[src/inc/sst_pkg.sv]
package sst_pkg;

  // Clock and timing
  localparam int CLK_MHZ = 250;
  localparam int INIT_TIME_MS = 600;
  localparam int INIT_CYC = INIT_TIME_MS * 1000 * CLK_MHZ;
  localparam int FS_TIME_MS = 20;
  localparam int FS_CYC = FS_TIME_MS * 1000 * CLK_MHZ;
  localparam int FS_TSD_TIME_MS = 1000;
  localparam int FS_TSD_CYC = FS_TSD_TIME_MS * 1000 * CLK_MHZ;
  localparam int TR_INIT_US = 150;
  localparam int TR_INIT_CYC = TR_INIT_US * CLK_MHZ;
  localparam int TR_INIT_LONG_US = 250;
  localparam int TR_INIT_LONG_CYC = TR_INIT_LONG_US * CLK_MHZ;
  localparam int PWRD_TIME_US = 400;
  localparam int PWRD_CYC = PWRD_TIME_US * CLK_MHZ;
  localparam int TRDEL_STEP_US = 1000;
  localparam int TRDEL_STEP_CYC = TRDEL_STEP_US * CLK_MHZ;
  localparam int DEGLITCH_CYC = 64;
  localparam int FORCE_SHORT_CYC = DEGLITCH_CYC / 2;
  localparam int FORCE_LONG_CYC = DEGLITCH_CYC * 2;
  localparam int RECOVER_CYC = 16;
  localparam int TMR_W = 28;

  // Comparators under self test
  localparam int N_CMP = 8;
  localparam int SSC_OV_WDG_IDX = 6;
  localparam int SSC_TOG_MON_IDX = 7;

  // Register byte addresses
  localparam logic [31:0] ADDR_TEST_CTRL = 32'h0000_0000;
  localparam logic [31:0] ADDR_DEV_CFG = 32'h0000_0004;
  localparam logic [31:0] ADDR_PICK = 32'h0000_0008;
  localparam logic [31:0] ADDR_STATUS = 32'h0000_000c;
  localparam logic [31:0] ADDR_IRQ_STAT = 32'h0000_0010;
  localparam logic [31:0] ADDR_IRQ_MASK = 32'h0000_0014;

  // Field positions
  localparam int GO_BIT = 0;
  localparam int PATH_BIT = 1;
  localparam int SINGLE_BIT = 2;
  localparam int PASS_BIT = 3;
  localparam int TRDEL_LSB = 0;
  localparam int TRDEL_W = 3;
  localparam int REQ_LSB = 4;
  localparam int STATE_LSB = 0;
  localparam int PEND_BIT = 3;
  localparam int BUSY_BIT = 4;
  localparam int IRQ_TEST_DONE = 0;
  localparam int IRQ_INIT_TO = 1;
  localparam int IRQ_TEST_FAIL = 2;
  localparam int IRQ_TSD = 3;
  localparam int IRQ_W = 4;

  // Reset values
  localparam logic [TRDEL_W-1:0] TRDEL_RST = 3'h0;
  localparam logic [N_CMP-1:0] PICK_RST = 8'h00;
  localparam logic [IRQ_W-1:0] MASK_RST = 4'h0;

  localparam logic [1:0] RESP_OKAY = 2'h0;
  localparam logic [1:0] RESP_SLVERR = 2'h2;

  typedef enum logic [2:0] {
    ST_POWERDOWN, ST_INIT, ST_NORMAL, ST_SLEEP, ST_STANDBY, ST_WAKE, ST_FAILSAFE
  } sst_state_t;

  typedef enum logic [1:0] {REQ_STAY, REQ_NORMAL, REQ_SLEEP, REQ_STANDBY} sst_req_t;

  typedef enum logic [2:0] {TS_IDLE, TS_SEEK, TS_FORCE, TS_RECOVER, TS_DONE} sst_test_t;

  typedef struct packed {
    logic vs_below_pd;
    logic int_uv;
    logic int_ov;
    logic thermal_shutdown;
    logic move_to_init;
    logic move_to_failsafe;
  } sst_fault_t;

endpackage

[src/hw/sst_top.sv]
// The AXI4-Lite register port and the placing of the registers were decided locally.
`timescale 1ns/1ps

// Contract
// - Supply or internal-supply fault forces power-down above every other transition
// - Init timer expires after 600 ms and raises the init time-out event
// - Transition delay holds within 20 percent, latency adds at most 30 us
// - Sleep and standby entry timed by the transition delay setting
// - Init entry within 150 us, or 250 us from standby, failsafe, interrupted standby; the code also takes 250 us from an interrupted sleep entry
// - After first supply connection reach init within 2 ms, typically 0.4 ms
// - Force artificial fault on each selected comparator and check its reaction; with the single bit set the code stops after the lowest selected one
// - One pass flag after a run; only basic comparator function is checked
// - Comparator-only mode forces the fault shorter than the deglitch time
// - Only selected comparators tested, stepped in fixed ascending order
// - Interrupt event when a comparator-only run completes
// - Full-path mode forces the fault longer than the deglitch time
// - Device reports results for comparator-only and full-path areas only
// - Safe-state control watchdog and toggle monitor comparators are testable too
// - Stay in failsafe at least 1 s after a thermal shutdown
// - Go bit stays set while testing, hardware clears it with an interrupt event
// - Pick bit cleared only on pass, kept set on failure
module sst_top #(
  parameter int N_CMP = sst_pkg::N_CMP,
  parameter int INIT_CYC = sst_pkg::INIT_CYC,
  parameter int FS_CYC = sst_pkg::FS_CYC,
  parameter int FS_TSD_CYC = sst_pkg::FS_TSD_CYC,
  parameter int PWRD_CYC = sst_pkg::PWRD_CYC,
  parameter int TR_INIT_CYC = sst_pkg::TR_INIT_CYC,
  parameter int TR_INIT_LONG_CYC = sst_pkg::TR_INIT_LONG_CYC,
  parameter int TRDEL_STEP_CYC = sst_pkg::TRDEL_STEP_CYC,
  parameter int FORCE_SHORT_CYC = sst_pkg::FORCE_SHORT_CYC,
  parameter int FORCE_LONG_CYC = sst_pkg::FORCE_LONG_CYC,
  parameter int RECOVER_CYC = sst_pkg::RECOVER_CYC
) (
  input logic aclk,
  input logic aresetn,
  input logic [31:0] awaddr,
  input logic awvalid,
  output logic awready,
  input logic [31:0] wdata,
  input logic [3:0] wstrb,
  input logic wvalid,
  output logic wready,
  output logic [1:0] bresp,
  output logic bvalid,
  input logic bready,
  input logic [31:0] araddr,
  input logic arvalid,
  output logic arready,
  output logic [31:0] rdata,
  output logic [1:0] rresp,
  output logic rvalid,
  input logic rready,
  input sst_pkg::sst_fault_t fault,
  input logic [N_CMP-1:0] comp_trip,
  input logic [N_CMP-1:0] safety_react,
  output logic [N_CMP-1:0] test_force_q,
  output logic self_test_active_q,
  output sst_pkg::sst_state_t dev_state_q,
  output logic irq_q
);

  localparam int TW = sst_pkg::TMR_W;
  localparam int IW = (N_CMP > 1) ? $clog2(N_CMP) : 1;
  localparam logic [IW-1:0] IDX_LAST = IW'(N_CMP - 1);

  ////////////////////////////////////////////////////////////////////////////
  // Register bus

  logic aw_hold_q, w_hold_q, wstrb0_q;
  logic [31:0] waddr_q, wdat_q;
  wire aw_take = awvalid & awready;
  wire w_take = wvalid & wready;
  wire ar_take = arvalid & arready;
  wire wr_do = aw_hold_q & w_hold_q & ~bvalid;
  wire aw_hold_n = ~wr_do & (aw_hold_q | aw_take);
  wire w_hold_n = ~wr_do & (w_hold_q | w_take);
  wire bvalid_n = wr_do | (bvalid & ~bready);
  wire rvalid_n = ar_take | (rvalid & ~rready);

  // Write decode on the held address
  wire wa_ctrl = waddr_q == sst_pkg::ADDR_TEST_CTRL;
  wire wa_cfg = waddr_q == sst_pkg::ADDR_DEV_CFG;
  wire wa_pick = waddr_q == sst_pkg::ADDR_PICK;
  wire wa_istat = waddr_q == sst_pkg::ADDR_IRQ_STAT;
  wire wa_imask = waddr_q == sst_pkg::ADDR_IRQ_MASK;
  wire wa_stat = waddr_q == sst_pkg::ADDR_STATUS;
  wire w_hit = wa_ctrl | wa_cfg | wa_pick | wa_istat | wa_imask | wa_stat;
  wire wr_lo = wr_do & wstrb0_q;
  wire w_ctrl = wr_lo & wa_ctrl;
  wire w_cfg = wr_lo & wa_cfg;
  wire w_pick = wr_lo & wa_pick;
  wire w_istat = wr_lo & wa_istat;
  wire w_imask = wr_lo & wa_imask;

  // Read decode
  wire ra_ctrl = araddr == sst_pkg::ADDR_TEST_CTRL;
  wire ra_cfg = araddr == sst_pkg::ADDR_DEV_CFG;
  wire ra_pick = araddr == sst_pkg::ADDR_PICK;
  wire ra_stat = araddr == sst_pkg::ADDR_STATUS;
  wire ra_istat = araddr == sst_pkg::ADDR_IRQ_STAT;
  wire ra_imask = araddr == sst_pkg::ADDR_IRQ_MASK;
  wire r_hit = ra_ctrl | ra_cfg | ra_pick | ra_stat | ra_istat | ra_imask;

  // Handshake; one write and one read in flight at most
  always_ff @(posedge aclk) begin
    if (!aresetn) begin
      aw_hold_q <= 1'b0;
      w_hold_q <= 1'b0;
      awready <= 1'b0;
      wready <= 1'b0;
      bvalid <= 1'b0;
      bresp <= sst_pkg::RESP_OKAY;
      waddr_q <= '0;
      wdat_q <= '0;
      wstrb0_q <= 1'b0;
    end else begin
      aw_hold_q <= aw_hold_n;
      w_hold_q <= w_hold_n;
      awready <= ~aw_hold_n & ~bvalid_n;
      wready <= ~w_hold_n & ~bvalid_n;
      bvalid <= bvalid_n;
      if (aw_take) begin
        waddr_q <= awaddr;
      end
      if (w_take) begin
        wdat_q <= wdata;
        wstrb0_q <= wstrb[0];
      end
      if (wr_do) begin
        bresp <= w_hit ? sst_pkg::RESP_OKAY : sst_pkg::RESP_SLVERR;
      end
    end
  end

  ////////////////////////////////////////////////////////////////////////////
  // Software registers

  logic [sst_pkg::TRDEL_W-1:0] trdel_q;
  sst_pkg::sst_req_t req_q;
  logic path_q, single_q, pass_q, pend_q;
  logic [N_CMP-1:0] pick_q, pick_clr;
  logic [sst_pkg::IRQ_W-1:0] istat_q, imask_q, ev;
  sst_pkg::sst_test_t tst_q, tst_d;
  sst_pkg::sst_state_t tgt_q;

  // Path and single bits only change between runs
  always_ff @(posedge aclk) begin
    if (!aresetn) begin
      trdel_q <= sst_pkg::TRDEL_RST;
      req_q <= sst_pkg::REQ_STAY;
      path_q <= 1'b0;
      single_q <= 1'b0;
      imask_q <= sst_pkg::MASK_RST;
    end else begin
      if (w_cfg) begin
        trdel_q <= wdat_q[sst_pkg::TRDEL_LSB +: sst_pkg::TRDEL_W];
        req_q <= sst_pkg::sst_req_t'(wdat_q[sst_pkg::REQ_LSB +: 2]);
      end
      if (w_ctrl && tst_q == sst_pkg::TS_IDLE) begin
        path_q <= wdat_q[sst_pkg::PATH_BIT];
        single_q <= wdat_q[sst_pkg::SINGLE_BIT];
      end
      if (w_imask) begin
        imask_q <= wdat_q[sst_pkg::IRQ_W-1:0];
      end
    end
  end

  // Hardware owns the pick mask while a run is going
  always_ff @(posedge aclk) begin
    if (!aresetn) begin
      pick_q <= sst_pkg::PICK_RST;
    end else if (tst_q != sst_pkg::TS_IDLE) begin
      pick_q <= pick_q & ~pick_clr;
    end else if (w_pick) begin
      pick_q <= wdat_q[N_CMP-1:0];
    end
  end

  // Sticky events: a new event wins over a same-cycle write-one-to-clear
  wire [sst_pkg::IRQ_W-1:0] iclr = w_istat ? wdat_q[sst_pkg::IRQ_W-1:0] : '0;
  always_ff @(posedge aclk) begin
    if (!aresetn) begin
      istat_q <= '0;
      irq_q <= 1'b0;
    end else begin
      istat_q <= (istat_q & ~iclr) | ev;
      irq_q <= |(istat_q & imask_q);
    end
  end

  // Read data assembly
  logic [31:0] ctrl_rd, cfg_rd, stat_rd;
  always_comb begin
    ctrl_rd = '0;
    ctrl_rd[sst_pkg::GO_BIT] = self_test_active_q;
    ctrl_rd[sst_pkg::PATH_BIT] = path_q;
    ctrl_rd[sst_pkg::SINGLE_BIT] = single_q;
    ctrl_rd[sst_pkg::PASS_BIT] = pass_q;
    cfg_rd = '0;
    cfg_rd[sst_pkg::TRDEL_LSB +: sst_pkg::TRDEL_W] = trdel_q;
    cfg_rd[sst_pkg::REQ_LSB +: 2] = req_q;
    stat_rd = '0;
    stat_rd[sst_pkg::STATE_LSB +: 3] = dev_state_q;
    stat_rd[sst_pkg::PEND_BIT] = pend_q;
    stat_rd[sst_pkg::BUSY_BIT] = tst_q != sst_pkg::TS_IDLE;
  end

  wire [31:0] rd_data = ra_ctrl ? ctrl_rd :
                        ra_cfg ? cfg_rd :
                        ra_pick ? 32'(pick_q) :
                        ra_stat ? stat_rd :
                        ra_istat ? 32'(istat_q) :
                        ra_imask ? 32'(imask_q) : 32'h0000_0000;

  // Read channel answers on the same edge that takes the address
  always_ff @(posedge aclk) begin
    if (!aresetn) begin
      arready <= 1'b0;
      rvalid <= 1'b0;
      rdata <= '0;
      rresp <= sst_pkg::RESP_OKAY;
    end else begin
      arready <= ~rvalid_n;
      rvalid <= rvalid_n;
      if (ar_take) begin
        rdata <= rd_data;
        rresp <= r_hit ? sst_pkg::RESP_OKAY : sst_pkg::RESP_SLVERR;
      end
    end
  end

  ////////////////////////////////////////////////////////////////////////////
  // Analog self-test sequencer

  logic [IW-1:0] idx_q, idx_d;
  logic go_d, pass_d, seen_q, seen_d, tt_load, tt_exp, ev_done, ev_fail;
  logic [N_CMP-1:0] force_d;
  logic [TW-1:0] tt_val;

  // Comparator-only watches the raw trip, full-path the safety reaction
  wire hit_now = path_q ? safety_react[idx_q] : comp_trip[idx_q];
  wire hit_any = seen_q | hit_now;
  wire idx_end = idx_q == IDX_LAST;

  always_comb begin
    tst_d = tst_q;
    idx_d = idx_q;
    go_d = self_test_active_q;
    pass_d = pass_q;
    seen_d = seen_q;
    force_d = test_force_q;
    pick_clr = '0;
    tt_load = 1'b0;
    tt_val = '0;
    ev_done = 1'b0;
    ev_fail = 1'b0;
    case (tst_q)
      sst_pkg::TS_IDLE: begin
        if (w_ctrl && wdat_q[sst_pkg::GO_BIT]) begin
          go_d = 1'b1;
          pass_d = 1'b1;
          idx_d = '0;
          tst_d = sst_pkg::TS_SEEK;
        end
      end
      sst_pkg::TS_SEEK: begin
        // Ascending index order; unpicked slots are skipped
        if (pick_q[idx_q]) begin
          tst_d = sst_pkg::TS_FORCE;
          force_d = N_CMP'(1) << idx_q;
          seen_d = 1'b0;
          tt_load = 1'b1;
          tt_val = path_q ? TW'(FORCE_LONG_CYC - 1) : TW'(FORCE_SHORT_CYC - 1);
        end else if (idx_end) begin
          tst_d = sst_pkg::TS_DONE;
        end else begin
          idx_d = idx_q + 1'b1;
        end
      end
      sst_pkg::TS_FORCE: begin
        seen_d = hit_any;
        if (tt_exp) begin
          force_d = '0;
          tt_load = 1'b1;
          tt_val = TW'(RECOVER_CYC - 1);
          tst_d = sst_pkg::TS_RECOVER;
          if (hit_any) begin
            pick_clr[idx_q] = 1'b1;
          end else begin
            pass_d = 1'b0;
          end
        end
      end
      sst_pkg::TS_RECOVER: begin
        // Let the comparator settle before the next one is forced
        if (tt_exp) begin
          if (single_q || idx_end) begin
            tst_d = sst_pkg::TS_DONE;
          end else begin
            idx_d = idx_q + 1'b1;
            tst_d = sst_pkg::TS_SEEK;
          end
        end
      end
      sst_pkg::TS_DONE: begin
        go_d = 1'b0;
        ev_done = 1'b1;
        ev_fail = ~pass_q;
        tst_d = sst_pkg::TS_IDLE;
      end
      default: begin
        tst_d = sst_pkg::TS_IDLE;
        force_d = '0;
        go_d = 1'b0;
      end
    endcase
  end

  always_ff @(posedge aclk) begin
    if (!aresetn) begin
      tst_q <= sst_pkg::TS_IDLE;
      idx_q <= '0;
      self_test_active_q <= 1'b0;
      pass_q <= 1'b0;
      seen_q <= 1'b0;
      test_force_q <= '0;
    end else begin
      tst_q <= tst_d;
      idx_q <= idx_d;
      self_test_active_q <= go_d;
      pass_q <= pass_d;
      seen_q <= seen_d;
      test_force_q <= force_d;
    end
  end

  sst_timer #(.W(TW), .RST_VAL('0)) u_test_tmr (
    .aclk(aclk),
    .aresetn(aresetn),
    .load(tt_load),
    .value(tt_val),
    .expired(tt_exp)
  );

  ////////////////////////////////////////////////////////////////////////////
  // Device state machine

  sst_pkg::sst_state_t state_d, tgt_d;
  logic pend_d, st_load, st_exp, tr_load, tr_exp, ev_init_to, ev_tsd;
  logic [TW-1:0] st_val, tr_val;

  // Fault moves are held off while the self test drives artificial faults
  wire pd_cond = fault.vs_below_pd | fault.int_uv | fault.int_ov;
  wire in_fs = dev_state_q == sst_pkg::ST_FAILSAFE;
  wire flt_fs = fault.move_to_failsafe & ~self_test_active_q & ~in_fs;
  wire init_from = dev_state_q inside {sst_pkg::ST_NORMAL, sst_pkg::ST_SLEEP,
                                       sst_pkg::ST_STANDBY, sst_pkg::ST_WAKE};
  wire init_pend = pend_q & (tgt_q == sst_pkg::ST_INIT);
  wire flt_init = fault.move_to_init & ~self_test_active_q & init_from & ~init_pend;
  wire long_init = (dev_state_q == sst_pkg::ST_STANDBY) | pend_q;
  wire [TW-1:0] trdel_cyc = TW'((32'(trdel_q) + 32'd1) * 32'(TRDEL_STEP_CYC));

  always_comb begin
    state_d = dev_state_q;
    pend_d = pend_q;
    tgt_d = tgt_q;
    st_load = 1'b0;
    st_val = '0;
    tr_load = 1'b0;
    tr_val = '0;
    ev_init_to = 1'b0;
    ev_tsd = 1'b0;
    if (pd_cond) begin
      state_d = sst_pkg::ST_POWERDOWN;
      pend_d = 1'b0;
      st_load = 1'b1;
      st_val = TW'(PWRD_CYC - 1);
    end else if (fault.thermal_shutdown) begin
      // Held reloaded while hot, so the minimum counts from cool-down
      state_d = sst_pkg::ST_FAILSAFE;
      pend_d = 1'b0;
      st_load = 1'b1;
      st_val = TW'(FS_TSD_CYC);
      ev_tsd = ~in_fs;
    end else if (pend_q && tr_exp) begin
      state_d = tgt_q;
      pend_d = 1'b0;
      if (tgt_q == sst_pkg::ST_INIT) begin
        st_load = 1'b1;
        st_val = TW'(INIT_CYC - 1);
      end
    end else if (flt_fs && dev_state_q != sst_pkg::ST_POWERDOWN) begin
      state_d = sst_pkg::ST_FAILSAFE;
      pend_d = 1'b0;
      st_load = 1'b1;
      st_val = TW'(FS_CYC);
    end else if (flt_init) begin
      // An aborted sleep or standby entry takes the long init path
      tgt_d = sst_pkg::ST_INIT;
      pend_d = 1'b1;
      tr_load = 1'b1;
      tr_val = long_init ? TW'(TR_INIT_LONG_CYC - 1) : TW'(TR_INIT_CYC - 1);
    end else begin
      case (dev_state_q)
        sst_pkg::ST_POWERDOWN: begin
          if (st_exp) begin
            state_d = sst_pkg::ST_INIT;
            st_load = 1'b1;
            st_val = TW'(INIT_CYC - 1);
          end
        end
        sst_pkg::ST_INIT: begin
          if (st_exp) begin
            state_d = sst_pkg::ST_FAILSAFE;
            ev_init_to = 1'b1;
            st_load = 1'b1;
            st_val = TW'(FS_CYC);
          end else if (req_q == sst_pkg::REQ_NORMAL) begin
            state_d = sst_pkg::ST_NORMAL;
          end
        end
        sst_pkg::ST_NORMAL: begin
          if (!pend_q && (req_q == sst_pkg::REQ_SLEEP || req_q == sst_pkg::REQ_STANDBY)) begin
            pend_d = 1'b1;
            tgt_d = (req_q == sst_pkg::REQ_SLEEP) ? sst_pkg::ST_SLEEP : sst_pkg::ST_STANDBY;
            tr_load = 1'b1;
            tr_val = trdel_cyc;
          end
        end
        sst_pkg::ST_SLEEP: begin
          if (req_q == sst_pkg::REQ_NORMAL) begin
            state_d = sst_pkg::ST_WAKE;
          end
        end
        sst_pkg::ST_WAKE: begin
          if (req_q == sst_pkg::REQ_NORMAL) begin
            state_d = sst_pkg::ST_NORMAL;
          end
        end
        sst_pkg::ST_STANDBY, sst_pkg::ST_FAILSAFE: begin
          // Both leave through init on the long path
          if (!pend_q && (in_fs ? (st_exp && !fault.move_to_failsafe) : req_q == sst_pkg::REQ_NORMAL)) begin
            pend_d = 1'b1;
            tgt_d = sst_pkg::ST_INIT;
            tr_load = 1'b1;
            tr_val = TW'(TR_INIT_LONG_CYC - 1);
          end
        end
        default: begin
          state_d = sst_pkg::ST_POWERDOWN;
        end
      endcase
    end
  end

  always_ff @(posedge aclk) begin
    if (!aresetn) begin
      dev_state_q <= sst_pkg::ST_POWERDOWN;
      pend_q <= 1'b0;
      tgt_q <= sst_pkg::ST_INIT;
    end else begin
      dev_state_q <= state_d;
      pend_q <= pend_d;
      tgt_q <= tgt_d;
    end
  end

  // Startup delay runs straight out of reset
  sst_timer #(.W(TW), .RST_VAL(TW'(PWRD_CYC - 1))) u_state_tmr (
    .aclk(aclk),
    .aresetn(aresetn),
    .load(st_load),
    .value(st_val),
    .expired(st_exp)
  );

  sst_timer #(.W(TW), .RST_VAL('0)) u_trans_tmr (
    .aclk(aclk),
    .aresetn(aresetn),
    .load(tr_load),
    .value(tr_val),
    .expired(tr_exp)
  );

  // Event collection for the sticky status
  always_comb begin
    ev = '0;
    ev[sst_pkg::IRQ_TEST_DONE] = ev_done;
    ev[sst_pkg::IRQ_INIT_TO] = ev_init_to;
    ev[sst_pkg::IRQ_TEST_FAIL] = ev_fail;
    ev[sst_pkg::IRQ_TSD] = ev_tsd;
  end

endmodule // sst_top

[src/hw/sst_timer.sv]
`timescale 1ns/1ps

// Down counter; expired while the count rests at zero
module sst_timer #(
  parameter int W = 28,
  parameter logic [W-1:0] RST_VAL = '0
) (
  input logic aclk,
  input logic aresetn,
  input logic load,
  input logic [W-1:0] value,
  output logic expired
);

  logic [W-1:0] cnt_q;

  // Load wins over counting
  always_ff @(posedge aclk) begin
    if (!aresetn) begin
      cnt_q <= RST_VAL;
    end else if (load) begin
      cnt_q <= value;
    end else if (cnt_q != '0) begin
      cnt_q <= cnt_q - 1'b1;
    end
  end

  assign expired = (cnt_q == '0);

endmodule // sst_timer

[config.mk]
export PLATFORM = sky130hd
export DESIGN_NAME = sst_top
export DESIGN_NICKNAME = d
export VERILOG_FILES = /design/src/inc/sst_pkg.sv /design/src/hw/sst_top.sv /design/src/hw/sst_timer.sv
export SDC_FILE = /design/constraint.sdc
export NUM_CORES = 1
export LEC_CHECK = 0
export BUFFER_PORTS_ARGS = -buffer_cell sky130_fd_sc_hd__buf_2
export CAP_MARGIN = 20
export CORE_ASPECT_RATIO = 0.5
export CORE_MARGIN = 2
export CORE_UTILIZATION = 62
export DETAILED_ROUTE_END_ITERATION = 12
export GPL_TIMING_DRIVEN = 0
export PLACE_DENSITY = 0.87
export SLEW_MARGIN = 20
export SYNTH_ARGS = -nofsm -noshare
export SYNTH_HDL_FRONTEND = slang
export SYNTH_HIERARCHICAL = 1
export SYNTH_SLANG_ARGS = --single-unit
export TNS_END_PERCENT = 5
[constraint.sdc]
create_clock -name aclk -period 9.35 [get_ports aclk]
set_input_delay 1.87 -clock aclk [delete_from_list [all_inputs] [get_ports aclk]]
set_output_delay 1.87 -clock aclk [all_outputs]
set_load 0.005 [all_outputs]
[Word-level counts from Yosys, hierarchy flattened]
Cells that the tools add are included.
Storage, ports and cells
  flip-flop bits (word level): 216
  bits of input ports: 129
  output and inout port bits: 54
  logic and storage cells: 327
Operators by class
  add/sub/neg operators: 5
  $mul: 1
  magnitude comparators: 2
  eq/ne operators: 44
  shift operators: 1
  multiplexer cells: 122
  bitwise operators: 66
  reduce and logical (&&, ||, !) cells: 52
Operators with widths (count)
  $mux 28: 13
  $mux 22: 6
  $eq 32x4->1 const B: 4
  $eq 32x5->1 const B: 4
  $logic_not 28->1: 3
  $reduce_bool 28->1: 3
  $sub 28x1->28 const B: 3
  $mux 8: 10
  $mux 3: 23
  $eq 32x3->1 const B: 2
  $logic_not 32->1: 2
  $pmux 28 s2: 1
  $pmux 22 s2: 1
  $mux 1: 40
  $pmux 8 s3: 1
  $and 1x1->1: 23
  $mux 23: 1
  $not 1->1: 19
  $mul 4x14->18 const B: 1
  $or 1x1->1: 18
  $mux 16: 1
  $mux 4: 4
  $reduce_and 4->1: 4
  $eq 3x3->1 const B: 5
  other kinds (51): 101

[Longest topological paths before layout]
  word-level depth: 12
  mapped depth: 17
  depth with buffers taken out: 16

[By module]
Netlist, hierarchy kept.
Modules (own cells, without submodules)
  sst_top: times used 1, cells each 783, area an instance 6113.4 µm², sequential area each 2122.0 µm²
  sst_timer at u_test_tmr ...: times used 2, cells each 196, area an instance 1552.7 µm², sequential area each 560.5 µm²
  sst_timer at u_state_tmr: times used 1, cells each 200, area an instance 1639.1 µm², sequential area each 560.5 µm²

[Worst setup path after synthesis]
No wires, ideal clock.
  path kind: input to register
  start point: input fault[4] in the netlist's numbering
  end point: register u_trans_tmr.cnt_q[10]
  setup time: 0.069 ns
  arrival: 3.703 ns
  required time: 9.281 ns
  slack: 5.578 ns
  stages on the path: 12
  buffers on the path: 2
  cell sequence: nor3_2 -> inv_2 -> nor2_4 -> nand3_4 -> a21o_4 -> inv_1 -> inv_1 -> clkbuf_1 -> nor2_1 -> clkbuf_1 -> nand2_1 -> o21ai_1
Between the ends
  word-level cells in the longest chain between the ends: 4
  elaborated cells on any way between the ends: 6
  those cells by class: 3 x mux; 2 x bitwise; 1 x reduce/logical
RTL lines
  from (decl): RTL line sst_top.sv:54  | input sst_pkg::sst_fault_t fault,
  $or 1x1->1 * (2 in a row): RTL line sst_top.sv:355  | wire pd_cond = fault.vs_below_pd | fault.int_uv | fault.int_ov;
  named net pd_cond: RTL line sst_top.sv:355
  $mux 1 *: RTL line sst_top.sv:375  | if (pd_cond) begin
  named net tr_load: RTL line sst_top.sv:351  | logic pend_d, st_load, st_exp, tr_load, tr_exp, ev_init_to, ev_tsd;
  $mux 28 or $reduce_bool 2->1 (tied branches)
  to (signal assigned): RTL line sst_timer.sv:22  | cnt_q <= value;
  to (signal assigned): RTL line sst_timer.sv:24  | cnt_q <= cnt_q - 1'b1;
  to (decl): RTL line sst_timer.sv:15  | logic [W-1:0] cnt_q;
The timed path passes the listed nets; every way through them passes the cells marked *.
A chain may end at the register's enable or synchronous reset.

[Final worst setup path]
  start point: register u_state_tmr.cnt_q[8]
  end point: register u_trans_tmr.cnt_q[21]
Between the ends
  word-level cells in the longest chain between the ends: 12
  elaborated cells on any way between the ends: 13
  those cells by class: 9 x mux; 4 x reduce/logical
RTL lines
  from (decl): RTL line sst_timer.sv:15
  from (signal assigned): RTL line sst_timer.sv:22
  from (signal assigned): RTL line sst_timer.sv:24
  $logic_not 28->1 *: RTL line sst_timer.sv:28  | assign expired = (cnt_q == '0);
  named net st_exp: RTL line sst_top.sv:351
  $logic_and 1x1->1 *: RTL line sst_top.sv:444  | if (!pend_q && (in_fs ? (st_exp && !fault.move_to_failsafe) : req_q == sst_pkg::REQ_NORMAL)) begin
  $mux 1 *: RTL line sst_top.sv:444
  $logic_and 1x1->1 *: RTL line sst_top.sv:444
  $mux 1 *: RTL line sst_top.sv:444
  $pmux 1 s2 *: RTL line sst_top.sv:406  | case (dev_state_q)
  $mux 1 *: RTL line sst_top.sv:399  | end else if (flt_init) begin
  $mux 1 *: RTL line sst_top.sv:394  | end else if (flt_fs && dev_state_q != sst_pkg::ST_POWERDOWN) begin
  $mux 1 *: RTL line sst_top.sv:387  | end else if (pend_q && tr_exp) begin
  $mux 1 *: RTL line sst_top.sv:380  | end else if (fault.thermal_shutdown) begin
  $mux 1 *: RTL line sst_top.sv:375
  named net tr_load: RTL line sst_top.sv:351
  $mux 28 or $reduce_bool 2->1 (tied branches)
Marked as above.

==> insert_results.sql <==
INSERT INTO impl_metrics (metric_group, metric, value, unit) VALUES
('timing', 'worst_slew_margin_rel', '39.8', '%'),
('cts', 'ctsResizeCount', '0', ''),
('finish', 'final_core_utilization', '72.8', '%'),
('floorplanning', 'rows', '34', ''),
('finish', 'number_of_inserted_diodes', '0', ''),
('logic_synthesis', 'largest_cells_by_area_after_synthesis', 'dfxtp_1 (35%), nand2_1 (7.7%), a21oi_1 (4.4%)', ''),
('setup_path', 'worst_setup_path_start_kind', 'register', ''),
('power_and_ir_drop', 'sw_frac_of_total', '37.0', '%'),
('logic_synthesis', 'synthDominantCellAreaShare', '35.0', '%'),
('logic_synthesis', 'async_s_r_ff_share_synth', '0', '%'),
('logic_synthesis', 'synth.avg_cell_area', '7.90', 'um^2'),
('timing', 'rsz0062_at_grt', 'no', ''),
('cts', 'tritoncts.num_buffers', '17', ''),
('power_and_ir_drop', 'p_seq_share', '38.2', '%'),
('timing', 'fmaxAchievable', '221', 'MHz'),
('logic_synthesis', 'ys_seq_elements', '190', ''),
('timing', 'min_period_over_period', '48.4', '%'),
('placement', 'globalplace.congestion', '0.936', ''),
('logic_synthesis', 'postSynthCellCount', '1375', ''),
('cts', 'cts_buffer_depth', '2', ''),
('cts', 'worstSkewPairLatency', '450', 'ps'),
('cts', 'cts_sinks', '190', ''),
('global_routing', 'number_of_antenna_violations_at_the_first_check_in_global_routing', '0', ''),
('global_routing', 'grt-ovfl-total', '0', ''),
('global_routing', 'grt_start_max_net_pins', '19', ''),
('power_and_ir_drop', 'vdd_drop_max', '144', 'uV'),
('drt', 'drtPass1Iterations', '6', ''),
('global_routing', 'gr-usage-all-layers', '32.2', '%'),
('cts', 'cts_htree_levels', '4', ''),
('timing', 'finalHoldWorstSlack', '456', 'ps'),
('timing', 'timing_worst_slew_pin_value', '895', 'ps'),
('floorplanning', 'pin_count', '183', ''),
('placement', 'place.detailed.hpwl', '22.2', 'mm'),
('setup_path', 'worstPathMaxFanout', '16', ''),
('logic_synthesis', 'yosysWarningCount', '6', ''),
('timing', 'worst_case_clock_skew', '14.9', 'ps'),
('timing', 'report.final.slew_viol_count', '0', ''),
('finish', 'nets_finish', '1740', ''),
('drt', 'ant_nets', '0', ''),
('setup_path', 'path_class', 'reg2reg', ''),
('logic_synthesis', 'yosys_top_cell_by_area', 'dfxtp_1', ''),
('power_and_ir_drop', 'power.share.clock', '27.3', '%'),
('drt', 'detail_route.vias_per_cell', '5.93', ''),
('cts', 'tritoncts_clock_tree', 'done', ''),
('floorplanning', 'core-area', '17300', 'um^2'),
('power_and_ir_drop', 'intPower', '1670', 'uW'),
('finish', 'layoutNonFillerInstCount', '1825', ''),
('setup_path', 'register_to_register_setup_slack', '4830', 'ps'),
('min_path', 'hold_path_class', 'reg2reg', ''),
('setup_path', 'arrival', '4900', 'ps'),
('drt', 'route.vias.total', '10800', ''),
('logic_synthesis', 'ys_dominant_reg_cell', 'dfxtp_1', ''),
('floorplanning', 'die-width', '191', 'um'),
('timing', 'final_hold_viol_count', '0', ''),
('power_and_ir_drop', 'net-switching-power', '979', 'uW'),
('cts', 'ctsRootBufferMaster', 'clkbuf_16', ''),
('finish', 'drive_above_1_share', '15.5', '%'),
('setup_path', 'crit_end_element', 'register', ''),
('drt', 'route.detailed.wl_per_inst', '16.4', 'um'),
('cts', 'post_cts_buffers', '0', ''),
('run_status', 'result_of_the_run', 'complete, no violations', ''),
('timing', 'final.setup.tns', '0', 'ps'),
('floorplanning', 'fp.dieH', '97.6', 'um'),
('placement', 'dpl.cell_count', '1793', ''),
('global_routing', 'first_global_vias', '10200', ''),
('job', 'cap_viol_max_count', '0', ''),
('power_and_ir_drop', 'power.density_cell_area', '211', 'nW/um^2'),
('logic_synthesis', 'synth_cell_type_count', '86', ''),
('power_and_ir_drop', 'power_frac_comb', '34.5', '%'),
('drt', 'drc', '0', ''),
('logic_synthesis', 'post_synth_instance_area', '10900', 'um^2');
[worst max-delay path, stage by stage (launching register included)]
cell and delay (ps):
dfxtp_1 360, or4_4 590, or4_1 520, buf_4 200, nor4_4 330, buf_6 240, nand2_1 80, o22ai_1 220
a31oi_4 180, a21o_4 280, inv_1 170, inv_1 90, clkbuf_1 210, nor2_1 320, clkbuf_1 420, nand2_1 150
o21ai_1 90
[power groups by stage]
stage,Sequential (uW),Clock [uW],Combinational [uW]
floorplan,1000,0,713
global placement,1020,0,852
detailed placement,1030,0,890
CTS,1010,723,900
global route,1030,757,1000
finish,1010,723,915
[cell families after synthesis]
kind of cell    share of synthesized area, %
compound gates                          18.4
xor+xnor                                4.52
fa+ha+maj                               4.15
buf+inv                                 6.49
flops                                   35.0
mux                                     3.43
other cells                           0.0345
simple gates                            28.0
[layout by cell type, fill, tap and decap left out, types with 23 or more instances in the layout]
cell type | synthesis | layout
a21oi_1 | 95 | 95
a31oi_1 | 29 | 29
buf_2 | 11 | 139
buf_4 | 27 | 27
clkbuf_1 | 42 | 42
conb_1 | 1 | 57
dfxtp_1 | 190 | 190
ha_1 | 28 | 28
inv_1 | 53 | 53
mux2i_1 | 26 | 26
nand2_1 | 222 | 222
nand3_1 | 40 | 40
nor2_1 | 87 | 87
nor3_1 | 52 | 52
nor4_1 | 27 | 27
o21ai_0 | 57 | 57
o21ai_1 | 34 | 34
or3_1 | 23 | 23
xnor2_1 | 51 | 51
[routing by layer]
metal	vias to the layer above	global-route usage (%)	wire length [um]
li1	5237	-	-
met1	5075	41.8	13000
met2	460	54.7	14000
met3	45	6.54	2400
met4	0	7.87	403
met5	-	0	0
[flip-flops by register name, indices dropped and copies added, names as in the netlist, 3 cells and up]
| name | count |
|---|---|
| pick_q | 8 |
| tgt_q | 3 |
| waddr_q | 32 |
| tst_q | 3 |
| dev_state_q | 3 |
| rdata | 8 |
| idx_q | 3 |
| istat_q | 4 |
| trdel_q | 3 |
| imask_q | 4 |
| test_force_q | 8 |
| u_state_tmr/cnt_q | 28 |
| u_test_tmr/cnt_q | 28 |
| wdat_q | 8 |
| u_trans_tmr/cnt_q | 28 |
[cells in the mapped netlist, types with 23 or more instances]
library cell  instances
a21oi_1              95
or3_1                23
nor2_1               87
nand2_1             222
clkbuf_1             42
a31oi_1              29
nor4_1               27
ha_1                 28
inv_1                53
o21ai_0              57
nand3_1              40
mux2i_1              26
buf_4                27
nor3_1               52
o21ai_1              34
dfxtp_1             190
xnor2_1              51
[area by class of cell]
class | instances | area, um^2
Multi-Input combinational cell | 1094 | 6560
Fill cell | 1366 | 4700
Sequential cell | 190 | 3800
Timing Repair Buffer | 128 | 641
Buffer | 92 | 498
Clock buffer | 19 | 453
Tap cell | 234 | 293
Inverter | 55 | 206
Clock inverter | 13 | 121
[worst paths after layout]
check | from | to | depth (start not counted)
setup / recovery | u_state_tmr/cnt_q[8] | u_trans_tmr/cnt_q[21] | 16
hold / removal | waddr_q[21] | waddr_q[21] | 2
setup reg to reg | u_state_tmr/cnt_q[8] | u_trans_tmr/cnt_q[21] | 16
hold reg to reg | waddr_q[21] | waddr_q[21] | 2
[through the flow]
| step | instance area, um^2 | setup WS (ps) | total power [uW] |
|---|---|---|---|
| after CTS | 12600 | 4920 | 2630 |
| after floorplan | 11100 | 5580 | 1720 |
| after detailed placement | 12000 | 4800 | 1920 |
| after global placement | 12000 | 4850 | 1870 |
| after global routing | 12600 | 4580 | 2790 |
| final | 12600 | 4830 | 2650 |
No activity file was read; power rests on OpenSTA's default activity.
